**src/design/pasl_consts.vh**
```
// Offsets, field positions, defaults and timing for the aux/indicator regs
`ifndef PASL_CONSTS_VH
`define PASL_CONSTS_VH

// =====================================================================
// Register indices (byte address is four times the index)
`define PASL_AUX_IDX 6'h1c
`define PASL_IND_IDX 6'h1d

// =====================================================================
// Auxiliary control/status field positions
`define PASL_AUX_ANC_BIT 15
`define PASL_AUX_AND_BIT 14
`define PASL_AUX_XOVER_BIT 13
`define PASL_AUX_CDSWAP_BIT 12
`define PASL_AUX_POL_HI 11
`define PASL_AUX_POL_LO 8
`define PASL_AUX_TO_MSB_BIT 7
`define PASL_AUX_LPEN_BIT 6
`define PASL_AUX_FDX_BIT 5
`define PASL_AUX_SPD_HI 4
`define PASL_AUX_SPD_LO 3
`define PASL_AUX_TO_LSB_BIT 2
`define PASL_AUX_MEDIA_HI 1
`define PASL_AUX_MEDIA_LO 0

// =====================================================================
// Fixed reset values of the non-strapped writable bits
`define PASL_LPEN_RST 1'b0
`define PASL_TO_LSB_RST 1'b0

// =====================================================================
// Bus answers
`define PASL_RESP_OKAY 2'h0
`define PASL_RESP_SLVERR 2'h2

// =====================================================================
// Timing: clock period and link-status timeouts
`define PASL_CLK_PERIOD_NS 100
`define PASL_LP_TO0_MS 2300
`define PASL_LP_TO1_MS 3300
`define PASL_LP_TO2_MS 4300
`define PASL_LP_TO3_MS 5300

`endif

```
**src/design/pasl_ind_field.v**
```verilog
// One sticky indicator mode field with extended-set resolution
module pasl_ind_field (
    input wire clk_sys_i,
    input wire rst_n_i,
    input wire [3:0] strap_i,
    input wire wr_en_i,
    input wire [3:0] wdata_i,
    input wire ext_en_i,
    output wire [3:0] mode_o,
    output wire [4:0] sel_o
);

    reg [3:0] mode_ff;
    reg [4:0] sel_ff;

    // =================================================================
    // Field storage
    // Only the hardware reset reloads the strap; no soft clear path
    always @(posedge clk_sys_i) begin
        if (!rst_n_i) begin
            mode_ff <= strap_i;
        end else if (wr_en_i) begin
            mode_ff <= wdata_i;
        end
    end

    // =================================================================
    // Effective mode: top bit picks the extended set
    always @(posedge clk_sys_i) begin
        if (!rst_n_i) begin
            sel_ff <= 5'h00;
        end else begin
            sel_ff <= {ext_en_i, mode_ff};
        end
    end

    assign mode_o = mode_ff;
    assign sel_o = sel_ff;

endmodule // pasl_ind_field

```
**src/design/pasl_regs.v**
```verilog
// Auxiliary status and indicator mode registers behind an AXI4-Lite slave
`include "pasl_consts.vh"

// How it works
// - Aux bit 15 reads back the negotiation-complete status input.
// - Aux bit 14 reads the inverse of the negotiation enable input.
// - Aux bit 13 reads 1 while the internal crossover is applied.
// - Aux bit 12 reads 1 while the C/D pair swap is applied.
// - Aux bits 11..8 flag inverted polarity on pairs A, B, C and D.
// - Aux bits 7 (MSB) and 2 pick a 2.3, 3.3, 4.3 or 5.3 s timeout.
// - Aux bit 6 enables low-power link mode and survives soft resets.
// - Aux bit 5 reads 1 for full duplex and 0 for half duplex.
// - Aux bits 4:3 report speed as 00 10M, 01 100M, 10 1000M.
// - Aux bits 1:0 report media as 00 none, 01 copper, 10 SerDes.
// - The mode register holds four 4-bit indicator fields, 3 down to 0.
// - Indicator fields keep their value across soft resets.
// - An extended-enable bit makes its indicator use the extended set.
module pasl_regs #(
    parameter [63:0] LP_TO0_CYC =
        (64'd1000000 * `PASL_LP_TO0_MS) / `PASL_CLK_PERIOD_NS,
    parameter [63:0] LP_TO1_CYC =
        (64'd1000000 * `PASL_LP_TO1_MS) / `PASL_CLK_PERIOD_NS,
    parameter [63:0] LP_TO2_CYC =
        (64'd1000000 * `PASL_LP_TO2_MS) / `PASL_CLK_PERIOD_NS,
    parameter [63:0] LP_TO3_CYC =
        (64'd1000000 * `PASL_LP_TO3_MS) / `PASL_CLK_PERIOD_NS
) (
    input wire clk_sys_i,
    input wire rst_n_i,
    // AXI4-Lite write address
    input wire [7:0] s_axi_awaddr_i,
    input wire s_axi_awvalid_i,
    output wire s_axi_awready_o,
    // AXI4-Lite write data
    input wire [31:0] s_axi_wdata_i,
    input wire [3:0] s_axi_wstrb_i,
    input wire s_axi_wvalid_i,
    output wire s_axi_wready_o,
    // AXI4-Lite write response
    output wire [1:0] s_axi_bresp_o,
    output wire s_axi_bvalid_o,
    input wire s_axi_bready_i,
    // AXI4-Lite read address
    input wire [7:0] s_axi_araddr_i,
    input wire s_axi_arvalid_i,
    output wire s_axi_arready_o,
    // AXI4-Lite read data
    output wire [31:0] s_axi_rdata_o,
    output wire [1:0] s_axi_rresp_o,
    output wire s_axi_rvalid_o,
    input wire s_axi_rready_i,
    // Resolved link state from the PHY core
    input wire an_complete_i,
    input wire an_enable_i,
    input wire crossover_i,
    input wire cd_swap_i,
    input wire [3:0] pol_inv_i,
    input wire full_duplex_flag_i,
    input wire [1:0] speed_i,
    input wire [1:0] media_i,
    // Straps: [15:0] indicator modes, [16] timeout MSB
    input wire [16:0] config_strap_pins_i,
    // Extended indicator-mode enables, one per indicator output
    input wire [3:0] ext_indicator_en_i,
    // Low-power link-status controls
    output wire lp_link_en_o,
    output wire [1:0] lp_timeout_sel_o,
    output wire [25:0] lp_timeout_cyc_o,
    // Effective mode per indicator: {extended, code}, output 0 lowest
    output wire [19:0] indicator_mode_o
);

    // =================================================================
    // Declarations
    reg awready_ff;
    reg nxt_awready;
    reg wready_ff;
    reg nxt_wready;
    reg bvalid_ff;
    reg nxt_bvalid;
    reg [1:0] bresp_ff;
    reg [1:0] nxt_bresp;
    reg arready_ff;
    reg nxt_arready;
    reg rvalid_ff;
    reg nxt_rvalid;
    reg [1:0] rresp_ff;
    reg [1:0] nxt_rresp;
    reg [31:0] rdata_ff;
    reg [31:0] nxt_rdata;

    reg [5:0] wr_idx_ff;
    reg [5:0] nxt_wr_idx;
    reg [15:0] wr_data_ff;
    reg [15:0] nxt_wr_data;
    reg [1:0] wr_strb_ff;
    reg [1:0] nxt_wr_strb;

    reg to_msb_ff;
    reg to_lsb_ff;
    reg lp_en_ff;
    reg [25:0] lp_cyc_ff;
    reg [25:0] nxt_lp_cyc;

    wire aw_take;
    wire w_take;
    wire wr_fire;
    wire wr_aux;
    wire wr_ind;
    wire ar_take;
    wire [5:0] rd_idx;
    wire [15:0] aux_rd;
    wire [15:0] ind_rd;
    wire [19:0] ind_sel;

    // =================================================================
    // Handshakes
    assign aw_take = s_axi_awvalid_i && awready_ff;
    assign w_take = s_axi_wvalid_i && wready_ff;
    // Both halves held and no answer pending: commit this cycle
    assign wr_fire = !awready_ff && !wready_ff && !bvalid_ff;
    assign wr_aux = wr_fire && (wr_idx_ff == `PASL_AUX_IDX);
    assign wr_ind = wr_fire && (wr_idx_ff == `PASL_IND_IDX);
    assign ar_take = s_axi_arvalid_i && arready_ff;
    assign rd_idx = s_axi_araddr_i[7:2];

    // =================================================================
    // Write channel: address and data taken in either order
    always @* begin
        nxt_awready = awready_ff;
        nxt_wready = wready_ff;
        nxt_bvalid = bvalid_ff;
        nxt_bresp = bresp_ff;
        nxt_wr_idx = wr_idx_ff;
        nxt_wr_data = wr_data_ff;
        nxt_wr_strb = wr_strb_ff;
        if (aw_take) begin
            nxt_awready = 1'b0;
            nxt_wr_idx = s_axi_awaddr_i[7:2];
        end
        if (w_take) begin
            nxt_wready = 1'b0;
            nxt_wr_data = s_axi_wdata_i[15:0];
            nxt_wr_strb = s_axi_wstrb_i[1:0];
        end
        if (wr_fire) begin
            nxt_bvalid = 1'b1;
            if (wr_aux || wr_ind) begin
                nxt_bresp = `PASL_RESP_OKAY;
            end else begin
                nxt_bresp = `PASL_RESP_SLVERR;
            end
        end
        // Ready again only once the answer is taken: one write at a time
        if (bvalid_ff && s_axi_bready_i) begin
            nxt_bvalid = 1'b0;
            nxt_awready = 1'b1;
            nxt_wready = 1'b1;
        end
    end

    always @(posedge clk_sys_i) begin
        if (!rst_n_i) begin
            awready_ff <= 1'b1;
            wready_ff <= 1'b1;
            bvalid_ff <= 1'b0;
            bresp_ff <= `PASL_RESP_OKAY;
            wr_idx_ff <= 6'h00;
            wr_data_ff <= 16'h0000;
            wr_strb_ff <= 2'h0;
        end else begin
            awready_ff <= nxt_awready;
            wready_ff <= nxt_wready;
            bvalid_ff <= nxt_bvalid;
            bresp_ff <= nxt_bresp;
            wr_idx_ff <= nxt_wr_idx;
            wr_data_ff <= nxt_wr_data;
            wr_strb_ff <= nxt_wr_strb;
        end
    end

    // =================================================================
    // Auxiliary register writable bits
    // Status bits have no storage here, so writes cannot touch them
    always @(posedge clk_sys_i) begin
        if (!rst_n_i) begin
            to_msb_ff <= config_strap_pins_i[16];
            to_lsb_ff <= `PASL_TO_LSB_RST;
            lp_en_ff <= `PASL_LPEN_RST;
        end else if (wr_aux) begin
            if (wr_strb_ff[0]) begin
                // Only bits 7, 6 and 2 are stored
                to_msb_ff <= wr_data_ff[`PASL_AUX_TO_MSB_BIT];
                lp_en_ff <= wr_data_ff[`PASL_AUX_LPEN_BIT];
                to_lsb_ff <= wr_data_ff[`PASL_AUX_TO_LSB_BIT];
            end
        end
    end

    // =================================================================
    // Timeout selection in clock cycles
    always @* begin
        case ({to_msb_ff, to_lsb_ff})
            2'b00: nxt_lp_cyc = LP_TO0_CYC[25:0];
            2'b01: nxt_lp_cyc = LP_TO1_CYC[25:0];
            2'b10: nxt_lp_cyc = LP_TO2_CYC[25:0];
            2'b11: nxt_lp_cyc = LP_TO3_CYC[25:0];
            default: nxt_lp_cyc = LP_TO0_CYC[25:0];
        endcase
    end

    always @(posedge clk_sys_i) begin
        if (!rst_n_i) begin
            lp_cyc_ff <= 26'h000_0000;
        end else begin
            lp_cyc_ff <= nxt_lp_cyc;
        end
    end

    // =================================================================
    // Indicator mode fields
    genvar gi;
    generate
        for (gi = 0; gi < 4; gi = gi + 1) begin : g_ind
            pasl_ind_field u_field (
                .clk_sys_i(clk_sys_i),
                .rst_n_i(rst_n_i),
                .strap_i(config_strap_pins_i[4*gi+3:4*gi]),
                .wr_en_i(wr_ind && wr_strb_ff[gi/2]),
                .wdata_i(wr_data_ff[4*gi+3:4*gi]),
                .ext_en_i(ext_indicator_en_i[gi]),
                .mode_o(ind_rd[4*gi+3:4*gi]),
                .sel_o(ind_sel[5*gi+4:5*gi])
            );
        end
    endgenerate

    // =================================================================
    // Read view of the auxiliary register
    assign aux_rd[`PASL_AUX_ANC_BIT] = an_complete_i;
    assign aux_rd[`PASL_AUX_AND_BIT] = ~an_enable_i;
    assign aux_rd[`PASL_AUX_XOVER_BIT] = crossover_i;
    assign aux_rd[`PASL_AUX_CDSWAP_BIT] = cd_swap_i;
    // Pair A lands on the highest bit
    assign aux_rd[`PASL_AUX_POL_HI:`PASL_AUX_POL_LO] =
        {pol_inv_i[0], pol_inv_i[1], pol_inv_i[2], pol_inv_i[3]};
    assign aux_rd[`PASL_AUX_TO_MSB_BIT] = to_msb_ff;
    assign aux_rd[`PASL_AUX_LPEN_BIT] = lp_en_ff;
    assign aux_rd[`PASL_AUX_FDX_BIT] = full_duplex_flag_i;
    assign aux_rd[`PASL_AUX_SPD_HI:`PASL_AUX_SPD_LO] = speed_i;
    assign aux_rd[`PASL_AUX_TO_LSB_BIT] = to_lsb_ff;
    assign aux_rd[`PASL_AUX_MEDIA_HI:`PASL_AUX_MEDIA_LO] = media_i;

    // =================================================================
    // Read channel: data one cycle after the address is taken
    always @* begin
        nxt_arready = arready_ff;
        nxt_rvalid = rvalid_ff;
        nxt_rresp = rresp_ff;
        nxt_rdata = rdata_ff;
        if (ar_take) begin
            nxt_arready = 1'b0;
            nxt_rvalid = 1'b1;
            case (rd_idx)
                `PASL_AUX_IDX: begin
                    nxt_rdata = {16'h0000, aux_rd};
                    nxt_rresp = `PASL_RESP_OKAY;
                end
                `PASL_IND_IDX: begin
                    nxt_rdata = {16'h0000, ind_rd};
                    nxt_rresp = `PASL_RESP_OKAY;
                end
                default: begin
                    nxt_rdata = 32'h0000_0000;
                    nxt_rresp = `PASL_RESP_SLVERR;
                end
            endcase
        end
        if (rvalid_ff && s_axi_rready_i) begin
            nxt_rvalid = 1'b0;
            nxt_arready = 1'b1;
        end
    end

    always @(posedge clk_sys_i) begin
        if (!rst_n_i) begin
            arready_ff <= 1'b1;
            rvalid_ff <= 1'b0;
            rresp_ff <= `PASL_RESP_OKAY;
            rdata_ff <= 32'h0000_0000;
        end else begin
            arready_ff <= nxt_arready;
            rvalid_ff <= nxt_rvalid;
            rresp_ff <= nxt_rresp;
            rdata_ff <= nxt_rdata;
        end
    end

    // =================================================================
    // Outputs
    assign s_axi_awready_o = awready_ff;
    assign s_axi_wready_o = wready_ff;
    assign s_axi_bvalid_o = bvalid_ff;
    assign s_axi_bresp_o = bresp_ff;
    assign s_axi_arready_o = arready_ff;
    assign s_axi_rvalid_o = rvalid_ff;
    assign s_axi_rresp_o = rresp_ff;
    assign s_axi_rdata_o = rdata_ff;
    assign lp_link_en_o = lp_en_ff;
    assign lp_timeout_sel_o = {to_msb_ff, to_lsb_ff};
    assign lp_timeout_cyc_o = lp_cyc_ff;
    assign indicator_mode_o = ind_sel;

endmodule // pasl_regs

```
**config.mk**
```make
export PLATFORM = sky130hd
export DESIGN_NAME = pasl_regs
export DESIGN_NICKNAME = d
export VERILOG_FILES = /design/src/design/pasl_ind_field.v /design/src/design/pasl_regs.v
export VERILOG_INCLUDE_DIRS = /design/src /design/src/design
export SDC_FILE = /design/constraint.sdc
export NUM_CORES = 1
export LEC_CHECK = 0
export ABC_AREA = 1
export BUFFER_PORTS_ARGS = -buffer_cell sky130_fd_sc_hd__buf_2
export CORE_UTILIZATION = 40
export DETAILED_ROUTE_END_ITERATION = 8
export GPL_TIMING_DRIVEN = 1
export HOLD_SLACK_MARGIN = 0.05
export PLACE_DENSITY = 0.81
export SLEW_MARGIN = 20
export SYNTH_ARGS = -nofsm -noshare
export SYNTH_HDL_FRONTEND = slang
export SYNTH_SLANG_ARGS = --single-unit
```
**constraint.sdc**
```tcl
create_clock -name clk_sys_i -period 3.6 [get_ports clk_sys_i]
set_clock_uncertainty 0.2 [all_clocks]
set_input_delay 0.18 -clock clk_sys_i [delete_from_list [all_inputs] [get_ports clk_sys_i]]
set_output_delay 0.18 -clock clk_sys_i [all_outputs]
set_load 0.01 [all_outputs]
```
==> metrics list, run 1 <==
* ANT nets after route: 0
- Most prevalent standard cell on the critical path: dlygate4sd3_1
- After detailed routing, the average wire length per cell comes to 13.14 µm.
- Antenna diode count: 0
- CTS root buf: clkbuf_8
* Detailed router's first-iteration violation count: 204
* Maximum achievable frequency: 0.4942 GHz
- Critical path data required time: 3.66 ns
- Number of buffers inserted for hold repair after clock tree synthesis: 69
- On the critical path, the stage with the largest delay is an instance of dlygate4sd3_1.
- Critical Path Max Stage Delay: 0.58 ns
* Commonest non-fill, non-tap cells in the layout: 136 x buf_2, 111 x nand2_1, 82 x dfxtp_1, 77 x nor2_1, 69 x dlygate4sd3_1
- At the end of routability-driven placement, the weighted congestion stood at 0.8154.
* Internal power of the cells: 1.630 mW
- For this design the top-level I/O count stands at 183.
- Summed over all failing endpoints, the final setup total negative slack is 0 ns.
- Netlist area before placement: 4086 µm²
* Area grow syn2layout: 35.03%
- Nature of the critical path endpoint: flip-flop
- Half-perimeter wire length after placement: 6736 µm
- Global routing finished with a remaining overflow of 0.
* Relative slew margins: 41.81%
- First-pass GRT wire length: 16,690 µm
- Later-pin clock latency in the skew report: 0.36 ns
* Number of setup violations in the final report: 0
- The tightest min-delay check is of the in2reg type.
* Combined global-route utilization of all metal layers: 20.93%
- Static leakage power: 2.928 nW
* Synth cell types: 25
- For this run, the number of Yosys warnings is 0.
- Final Hold Violating Endpoints: 0
* Crit Path Class: in2reg
- The share of total power dissipated in the clock network is 29.5%.
- The via count of the first global-routing pass came to 3,614.
- DRC violations left: 0
* Sequential Power Share: 54.7%
- Counting flops and latches in the post-synthesis netlist gives 99.
* Largest delay contributor family on the critical path: buffers and inverters
- The region available for standard cell placement spans 9819 µm².
- Initial antenna violation count: 0
- TritonCTS built the clock tree.
* Die Y: 103.1 µm
- The run finished with clean final reports.
* Routed vias/inst: 4.469
* Final critical delay including setup and external delays: 2.024 ns
- Setup repair after global routing missed its margin: no
- Cell Rows: 36
* Syn avg cell area: 8.028 µm²
- Crit-path max FO: 21
- Total wire length after detailed routing: 10,920 µm
* Starting Density: 41.62%
- Cells taking the most area after synthesis: dfxtp_1 40%, edfxtp_1 12%, nand2_1 10%
- Number of pins exceeding their max-slew limit in the final report: 0
- The library cell used most frequently in the layout, excluding fill and tap cells, is buf_2.
- Final standard cell utilization of the core: 56.19%
* Largest area contributor in the netlist: dfxtp_1
* # resized after CTS: 0
- Post-layout net count: 793
- Post-CTS setup buffer count: 0
- Part of the cycle the worst path needs: 56.21%
- EDFF count, synth: 17
- CTS H-tree lvls: 3
* Worst setup slack after placement: 1.335 ns
- VDD sags by at most 0.2017 mV.
- Max-cap violations: 0
- Data on the critical path arrives at its endpoint at 2.09 ns.
- Crit start category: input port
- First-pass detailed-route iteration total: 5
- TritonCTS created 9 clock buffers.
- The die covers 10,620 µm².
* Port bufs: 136
- CTS max path bufs: 2
* Number of clock sinks seen by CTS: 99
- Fraction of layout cells with a size suffix above 1: 23.35%
- Fraction of the yosys area taken by sequential cells: 52.66%
* Pin count of the biggest net entering global routing: 49
* Clock-pin slew of the registers on the worst-case setup and hold paths: 0.10 ns
- Final worst-path setup slack: 1.577 ns
- Fraction of registers with async set or reset after synthesis: 0%
* Slew of the pin with the lowest slew margin: 0.8676 ns
- The setup check on the worst reg-to-reg path leaves a slack of 1.59 ns.
* Detailed-route via count: 3,714
- Count of fill cells added during filler insertion: 903
- Critical path buffer and inverter count: 3
- The most used flip-flop cell after synthesis is dfxtp_1.
- The synthesized design devotes to its leading area cell type 40.17% of total area.
- Comb power frac: 15.8%
- The floorplan step set the die width to 103.1 µm.
* Cell chain of the critical path: dlygate4sd3_1 > buf_2 > nand2_1 > o21ai_0 > dlygate4sd3_1 > nor2_1
- Power per unit of standard cell area: 412.8 nW/µm²
* Switching Share: 28.43%
- Number of cells produced by synthesis: 509
* Net Switching: 0.6474 mW
[cells in the mapped netlist, types with 2 or more instances]
| library cell | instances |
|---|---|
| nand2_1 | 111 |
| dfxtp_1 | 82 |
| nor2_1 | 77 |
| inv_1 | 54 |
| nand3_1 | 49 |
| buf_4 | 36 |
| o21ai_0 | 29 |
| edfxtp_1 | 17 |
| buf_2 | 12 |
| a21oi_1 | 10 |
| ha_1 | 7 |
| clkbuf_1 | 5 |
| buf_6 | 3 |
| inv_2 | 3 |
| nor2_4 | 3 |
| o21a_1 | 2 |
[cells by family after synthesis]
group,synth area share (%)
flops,52.66
buf+inv,14.88
simple gates,24.86
fa+ha+maj,2.143
compound gates,5.358
other cells,0.09177
[area by class of cell]
class	count	area, µm²	area share [%]
Inverter	58	217.7	3.946
Clock inverter	7	58.81	1.066
Sequential cell	99	2152	39.00
Timing Repair Buffer	207	1386	25.12
Clock buffer	9	123.9	2.245
Multi-Input combinational cell	318	1413	25.60
Tap cell	133	166.4	3.016
[tightest hold or removal path: stages]
cell	delay, ns
buf_2	0.23
o21ai_0	0.13
a21oi_1	0.04
[power by group through the flow]
stage | clock network, mW | logic, mW | registers [mW]
detailed placement | 0 | 0.291 | 1.27
floorplan | 0 | 0.189 | 1.28
global route | 0.740 | 0.404 | 1.26
finish | 0.671 | 0.360 | 1.25
CTS | 0.692 | 0.352 | 1.25
global placement | 0 | 0.283 | 1.27
[state kept, by name, indices dropped and copies added, names as in the netlist]
name,count
lp_link_en_o,1
to_lsb_ff,1
lp_timeout_cyc_o,13
g_ind.u_field.sel_o,20
s_axi_rdata_o,16
s_axi_bresp_o,1
s_axi_rresp_o,1
wr_idx_ff,6
wr_strb_ff,2
g_ind.u_field.mode_o,16
s_axi_arready_o,1
s_axi_bvalid_o,1
s_axi_wready_o,1
wr_data_ff,16
s_axi_rvalid_o,1
to_msb_ff,1
s_axi_awready_o,1
[through the flow]
| step | hold WS (ns) | power (mW) | instance area [µm²] | instances |
|---|---|---|---|---|
| after detailed placement | 0.1654 | 1.563 | 4644 | 746 |
| after global placement | 0.1679 | 1.551 | 4644 | 746 |
| after CTS | 0.05075 | 2.289 | 5518 | 831 |
| after floorplan | 0.007717 | 1.471 | 4173 | 532 |
| after global routing | 0.09212 | 2.400 | 5518 | 831 |
| final | 0.07100 | 2.278 | 5518 | 831 |
[worst paths after layout]
kind / startpoint / endpoint / cells after the start
min reg2reg: wr_strb_ff[1] / wr_strb_ff[1] / 2
max: s_axi_wvalid_i / wr_data_ff[13] / 6
max reg2reg: s_axi_arready_o / s_axi_rdata_o[8] / 6
min: rst_n_i / wr_strb_ff[0] / 3
[per-layer routing]
metal | part of all wire [%] | vias to the layer above | global-route usage (%)
met2 | 51 | 141 | 38.21
met3 | 5.4 | 23 | 3.661
met5 | 0 | - | 0
met4 | 2.4 | 0 | 10.18
li1 | - | 1880 | -
met1 | 41 | 1670 | 23.49
Note: power is estimated with default switching activity, not from simulation.
==> run 2: changes to the inputs <==
PLACE_DENSITY = 0.83   (was 0.81)
clock period = 1.8 ns   (was 3.6 ns; I/O delays follow)
==> metrics list, run 2 (synthesized netlist as in run 1, its figures left out) <==
* Starting Density: 41.62% (unchanged)
- STA classifies the critical path endpoint as a flip-flop.
* VDD IR-drop max: 0.4442 mV (+120%)
* Post-route worst hold slack: 0.09504 ns (+0.02404 ns)
* Clock-pin slew of the registers on the worst-case setup and hold paths: 0.09 ns (about the same)
* Number of setup violations in the final report: 0 (unchanged)
* Number of cells in the finished layout apart from fillers: 849 (+2.2%)
- Pin count of the biggest net entering global routing: 35 (-29%)
- CTS tree: built
- Clock tree synthesis selected as its root buffer the cell clkbuf_8.
* Horiz. Die Dim: 103.1 µm (unchanged)
* Top-level port count: 183 (unchanged)
* Total power consumption of the routed design: 4.629 mW (+100%)
- The count of H-tree levels built during CTS is 3 (unchanged).
* Switching Share: 26.09% (-2.3 points)
- The final antenna-violating net count was 0 (unchanged).
- Area grow syn2layout: 40.36%
- The total grt overflow came to 0 (unchanged).
* Clock network power share: 30.5% (+1.0 points)
* Routed vias/inst: 4.350 (-2.7%)
- Power per unit of standard cell area: 807.1 nW/µm² (+96%)
- Comb power frac: 15.7% (about the same)
- The fraction of power consumed by sequential logic came to 53.8% (-0.9 points).
- The share of layout cells above drive strength 1 came to 23.32% (-0.028 points).
- The number of buffer cells added on primary ports is 136 (unchanged).
- Crit-path max FO: 12 (-43%)
* First-pass GRT wire length: 16,280 µm (-2.5%)
* Worst setup slack after placement: 0.1872 ns (-1.147 ns)
* Arrival @ worst endpoint: 1.74 ns (-0.35 ns)
- The final routed wire length divided by cell count came to 12.18 µm (-7.3%).
- Core ar.: 9819 µm² (unchanged)
- Post-route cell area: 5736 µm² (+3.9%)
* Final TNS setup: 0 ns (unchanged)
- Number of pins exceeding their max-slew limit in the final report: 0 (unchanged)
- Cell Rows: 36 (unchanged)
- In this run the worst hold path is classified as in2reg.
- The die footprint is 10,620 µm² (unchanged).
- Later-pin clock latency in the skew report: 0.35 ns (about the same)
* Commonest non-fill, non-tap cells in the layout: 136 x buf_2, 111 x nand2_1, 82 x dfxtp_1, 81 x dlygate4sd3_1, 77 x nor2_1
- The number of hold violations in the final report is 0 (unchanged).
- STA classifies the critical path startpoint as an input port.
- The area of the multi-input gates was 1420 µm² (+0.53%).
- Relative slew margins: 66.35% (+25 points)
- The static power due to leakage was 2.996 nW (+2.3%).
- The total via count after detailed routing is 3,693 (-0.57%).
* Count of fill cells added during filler insertion: 932 (+3.2%)
- Flip-flop and latch area: 2152 µm² (unchanged)
- The die boundary height is 103.1 µm (unchanged).
- Slew of the pin with the lowest slew margin: 0.5042 ns (-0.3633 ns)
- DRC violations left: 0 (unchanged)
- Part of the cycle the worst path needs: 94.14%
- Worst-case reg-to-reg path depth: 6 (unchanged)
- Post-layout net count: 811 (+2.3%)
- The internal portion of total power came to 3.421 mW (+110%).
- The total length of routed wires is 10,340 µm (-5.3%).
- Weighted congestion at the end of routability-driven global placement: 0.7272 (-11%)
- Cell count of the worst hold path: 7 (+4)
- The number of maximum-capacitance constraint violations is 0 (unchanged).
- First-pass detailed-route iteration total: 4 (-1)
- After layout, the minimum clock period comes to 1.695 ns.
- Antenna diode count: 0 (unchanged)
- The starting DRC count in detailed routing was 116 (-43%).
- The power spent charging and discharging nets is 1.208 mW (+87%).
* CTS max path bufs: 2 (unchanged)
* Setup repair after global routing missed its margin: no
* Outcome: finished clean
* Most frequent standard cell in the layout excluding fill and tap cells: buf_2
- Post-placement cell count: 752 (+0.80%)
- The via count of the first global-routing pass came to 3,559 (-1.5%).
- Final worst-path setup slack: 0.1055 ns (-1.471 ns)
- The placement-stage cell area was 4715 µm² (+1.5%).
- Crit Path Class: in2reg
- The estimated wirelength of the detail-placed design is 6533 µm (-3.0%).
* Number of clock buffers inserted by TritonCTS: 9 (unchanged)
- Combined global-route utilization of all metal layers: 20.36% (-0.56 points)
* Final standard cell utilization of the core: 58.41% (+2.2 points)
- The total number of clock tree sinks is 99 (unchanged).
* Critical path data required time: 1.85 ns (-1.81 ns)
* Maximum achievable frequency: 0.5901 GHz
- Max FFs per register: 20 (unchanged)
- The initial antenna violation count was 0 (unchanged).
-- run 2: cell types whose count changed in the layout (fill, tap and decap cells not counted), sizes merged --
cell,delta
clkinvlp,-1
clkbuf,+4
inv,-3
buf,+6
dlygate4sd3,+12
-- run 2: critical path: stages --
cell and delay [ns]:
dlygate4sd3_1 0.52, buf_2 0.22, inv_4 0.12, a21oi_4 0.15
o21ai_0 0.09, dlygate4sd3_1 0.55
-- run 2: power by group through the flow --
| stage | clock network [mW] | logic (mW) | registers (mW) |
|---|---|---|---|
| after CTS | 1.45 | 0.715 | 2.49 |
| after detailed placement | 0 | 0.594 | 2.54 |
| after floorplan | 0 | 0.378 | 2.56 |
| after global placement | 0 | 0.585 | 2.53 |
| final | 1.41 | 0.726 | 2.49 |
| after global routing | 1.56 | 0.823 | 2.51 |
-- run 2: area by class of cell --
type                    count  area share [%]
clock inverters             3          0.3272
flip-flops and latches     99           37.52
multi-input cells         318           24.76
well taps                 133           2.901
inverters                  58           3.839
repair buffers            225           27.49
clock buffers              13           3.163
-- run 2: what timing repair did --
| item | CTS | global route |
|---|---|---|
| endpoints found under the hold margin | 76 | 0 |
| hold buffers | 81 | 0 |
| gates resized for setup | 0 | 3 |
| buffers inserted | 0 | 0 |
| endpoints found under the setup margin | 0 | 1 |
-- run 2: path summary, 6_finish.rpt --
check / startpoint / to / slack, ns
worst max-delay path: rst_n_i / s_axi_wready_o / 0.11
worst min-delay path: s_axi_araddr_i[2] / s_axi_rdata_o[14] / 0.1
worst max register to register: s_axi_bvalid_o / g_ind[2].u_field.mode_o[2] / 0.13
worst min register to register: wr_strb_ff[1] / wr_strb_ff[1] / 0.25
-- run 2: per-layer routing --
metal / routed length, µm / up-vias / GRT usage [%]
li1: - / 1918 / -
met1: 4334 / 1610 / 22.97
met2: 5110 / 138 / 36.41
met3: 573 / 27 / 4.746
met4: 319 / 0 / 9.317
met5: 0 / - / 0
==> run 3: changes to the inputs <==
ABC_CLOCK_PERIOD_IN_PS = 1800   (was not set)
SYNTH_HIERARCHICAL = 1   (was not set)
==> metrics list, run 3 <==
- Number of clock buffers inserted by TritonCTS: 9 (unchanged)
- The worst endpoint required time is 1.66 ns (-0.19 ns).
- The total via count after detailed routing is 3,968 (+7.4%).
* Initial antenna violation count: 0 (unchanged)
- The sequential cell area fraction in the yosys report was 51.85% (-0.81 points).
* Clock-pin slew of the registers on the worst-case setup and hold paths: 0.10 ns (about the same)
- Combined global-route utilization of all metal layers: 21.68% (+1.3 points)
- The final routed wire length divided by cell count is 12.80 µm (+5.1%).
* Cells taking the most area after synthesis: dfxtp_1 40%, edfxtp_1 12%, nand2_1 10%
* Violations in the final reports: setup timing
* Routed vias/inst: 4.525 (+4.0%)
- The worst setup path is launched from a flip-flop.
* Arrival @ worst endpoint: 1.69 ns (-0.05 ns)
- The fraction of registers with async set or reset after synthesis is 0% (unchanged).
- The netlist area before placement came to 4150 µm² (+1.6%).
- The cell sitting at the root of the clock tree is a clkbuf_8.
- The post-route minimum period is 1.829 ns (+0.1349 ns).
* VDD IR-drop max: 0.3881 mV (-13%)
* First-pass detailed-route iteration total: 5 (+1)
- The maximum clock frequency is 0.5466 GHz (-7.4%).
- Port bufs: 136 (unchanged)
- Detailed router's first-iteration violation count: 150 (+29%)
- Horiz. Die Dim: 103.9 µm (+0.76%)
- CTS max path bufs: 2 (unchanged)
- Overflow left after global routing: 0 (unchanged)
* Flip-flop and latch area: 2157 µm² (+0.23%)
- The period utilization was 101.6% (+7.5 points).
* #FFs+latches synth: 99 (unchanged)
- Most common cell in the netlist: nand2_1
- First-pass GRT wire length: 18,600 µm (+14%)
- Largest area contributor in the netlist: dfxtp_1
* Cell chain of the critical path: inv_1 > nand3_1 > nor3_2 > nand2_1 > nor2_2 > inv_1 > nand2_2
* Leading post-synthesis cells by instance count: 112 x nand2_1, 82 x dfxtp_1, 81 x nor2_1
- Cell type of the slowest stage on the worst timing path: dfxtp_4
* Weighted congestion at the end of routability-driven global placement: 0.8048 (+11%)
* Sequential Power Share: 54.4% (+0.6 points)
- Pin count of the biggest net entering global routing: 35 (unchanged)
* CTS tree: built
- The number of inserted diodes came to 0 (unchanged).
- Via count of the first global-routing pass: 3,976 (+12%)
- Post-synth top flop: dfxtp_1
* Crit Path Class: reg2reg
- Total wire length after detailed routing: 11,230 µm (+8.6%)
- The worst hold path stage count is 6 (-1).
- Max-cap violations: 0 (unchanged)
- Relative to the synthesized area, the layout overhead comes to 42.72%.
- Cell area after placement: 4750 µm² (+0.74%)
* Fraction of layout cells with a size suffix above 1: 23.25% (-0.071 points)
- The most critical setup path has its startpoint at s_axi_awready_o.
- The power density over the cells came to 772.5 nW/µm² (-4.3%).
- Number of setup violations in the final report: 8 (+8)
- The power spent charging and discharging nets is 1.224 mW (+1.4%).
- The estimated wirelength of the detail-placed design was 6484 µm (-0.75%).
* Crit-path max FO: 4 (-8)
* Portion of synthesized cell area occupied by the leading cell type: 39.55% (-0.62 points)
- Reg2reg setup slack: -0.03 ns (-0.16 ns)
- The accumulated negative setup slack came to -0.1570 ns (-0.1570 ns).
- Among the stages of the critical path, the cell type that occurs most often is inv_1.
- The number of synthesized flops with an enable pin came to 17 (unchanged).
- The final routed DRC violation total is 0 (unchanged).
- Synth cell types: 22 (-12%)
- Switching Share: 26.76% (+0.67 points)
- The die footprint was 10,790 µm² (+1.5%).
* Clock network power share: 28.9% (-1.6 points)
* ANT nets after route: 0 (unchanged)
- The gate count of the mapped netlist came to 522 (+2.6%).
* Top-level port count: 183 (unchanged)
- Final worst-path setup slack: -0.02948 ns (-0.1349 ns)
* Post-route cell area: 5923 µm² (+3.3%)
- The number of nets in the final layout is 839 (+3.5%).
* Synth Warn #: 6 (+6)
* Cell Rows: 36 (unchanged)
- Outcome: complete, but fails checks
- Setup repair after global routing could not meet its margin everywhere.
- The max-slew violation count came to 0 (unchanged).
- Starting Density: 41.88% (+0.27 points)
* Post-route worst hold slack: 0.06639 ns (-0.02865 ns)
* Count of fill cells added during filler insertion: 876 (-6.0%)
- Final standard cell utilization of the core: 59.77% (+1.4 points)
* Core ar.: 9910 µm² (+0.92%)
* Commonest non-fill, non-tap cells in the layout: 136 x buf_2, 108 x nand2_1, 93 x dlygate4sd3_1, 80 x dfxtp_1, 77 x nor2_1
- The transition time of the tightest slew-check pin was 0.7342 ns (+0.2300 ns).
* Later-pin clock latency in the skew report: 0.36 ns (about the same)
- The internal portion of total power came to 3.351 mW (-2.0%).
* Post-CTS setup buffer count: 0 (unchanged)
- The library cell used most frequently in the layout, excluding fill and tap cells, is buf_2.
- Endpoint with the worst hold slack: s_axi_rdata_o[7]
- Total power consumption of the routed design: 4.575 mW (-1.2%)
- In this run the critical register-to-register path is launched from s_axi_awready_o.
- The number of cell instances on the worst register-to-register path came to 7 (+1).
- Number of clock sinks seen by CTS: 99 (unchanged)
* Multi-input gate area: 1466 µm² (+3.3%)
- Hold Crit Start: s_axi_araddr_i[3]
- Syn avg cell area: 7.951 µm² (-0.97%)
* Static leakage power: 3.059 nW (+2.1%)
* Final Hold Violating Endpoints: 0 (unchanged)
- Critical Path Max Stage Delay: 0.37 ns (-0.18 ns)
- Die Y: 103.9 µm (+0.76%)
- The count of H-tree levels built during CTS came to 3 (unchanged).
- Min-delay worst type: in2reg
* Comb power frac: 16.8% (+1.1 points)
- The worst setup path is captured at a flip-flop.
- End of the worst register-to-register path: g_ind[3].u_field/mode_o[2]
- The relative slew slack came to 51.06% (-15 points).
- Max FFs per register: 20 (unchanged)
[run 3: power by group through the flow]
stage | Clock, mW | Sequential [mW] | Combinational [mW]
after global routing | 1.47 | 2.51 | 0.856
after detailed placement | 0 | 2.53 | 0.592
final | 1.32 | 2.49 | 0.767
after CTS | 1.35 | 2.48 | 0.742
after global placement | 0 | 2.53 | 0.582
after floorplan | 0 | 2.56 | 0.380
[run 3: area by class of cell]
| type | count | share of cell area [%] |
|---|---|---|
| Inverter | 69 | 4.373 |
| Multi-Input combinational cell | 323 | 24.76 |
| Sequential cell | 99 | 36.42 |
| Clock buffer | 13 | 2.683 |
| Tap cell | 133 | 2.809 |
| Timing Repair Buffer | 237 | 28.58 |
| Clock inverter | 3 | 0.3802 |
[run 3: critical path, delay by kind of cell, from the launching register on]
family / cells / cell delay, ns
flops: 1 / 0.37
simple gates: 5 / 0.81
buf+inv: 2 / 0.15
[run 3: metrics by stage]
stage | std cells | setup WS (ns)
floorplan | 545 | 0.2675
global route | 877 | -0.09633
detailed placement | 767 | 0.08389
finish | 877 | -0.02948
global placement | 767 | 0.09769
CTS | 877 | 0.02027
[run 3: layer usage]
metal | track usage, % | wire (µm) | up-vias
met3 | 4.261 | 620 | 34
met5 | 0 | 0 | -
met1 | 25.08 | 4699 | 1784
met4 | 10.10 | 370 | 0
met2 | 38.43 | 5538 | 170
li1 | - | - | 1980
[run 3: logic make-up after synthesis]
group / after synthesis / synth area share [%]
buffers and inverters: 123 / 15.86
adder cells (fa/ha/maj): 7 / 2.110
AO/OA/AOI/OAI: 42 / 5.185
AND/OR/NAND/NOR: 250 / 24.90
other: 1 / 0.09036
flip-flops: 99 / 51.85
[run 3: worst max-delay path by stage]
stage                                       endpoint  slack [ns]  depth (start not counted)
after floorplan           g_ind[0].u_field/mode_o[0]        0.27                          7
after global placement    g_ind[2].u_field/mode_o[2]         0.1                          7
after detailed placement  g_ind[3].u_field/mode_o[0]        0.08                          7
after CTS                              wr_data_ff[6]        0.02                          5
after global routing      g_ind[3].u_field/mode_o[2]        -0.1                          7
final                     g_ind[3].u_field/mode_o[2]       -0.03                          7
[run 3: repair_timing]
| action | CTS | global route |
|---|---|---|
| gates resized for setup | 0 | 17 |
| hold endpoints to repair | 73 | 0 |
| hold buffers | 94 | 0 |
| setup endpoints to repair | 0 | 35 |
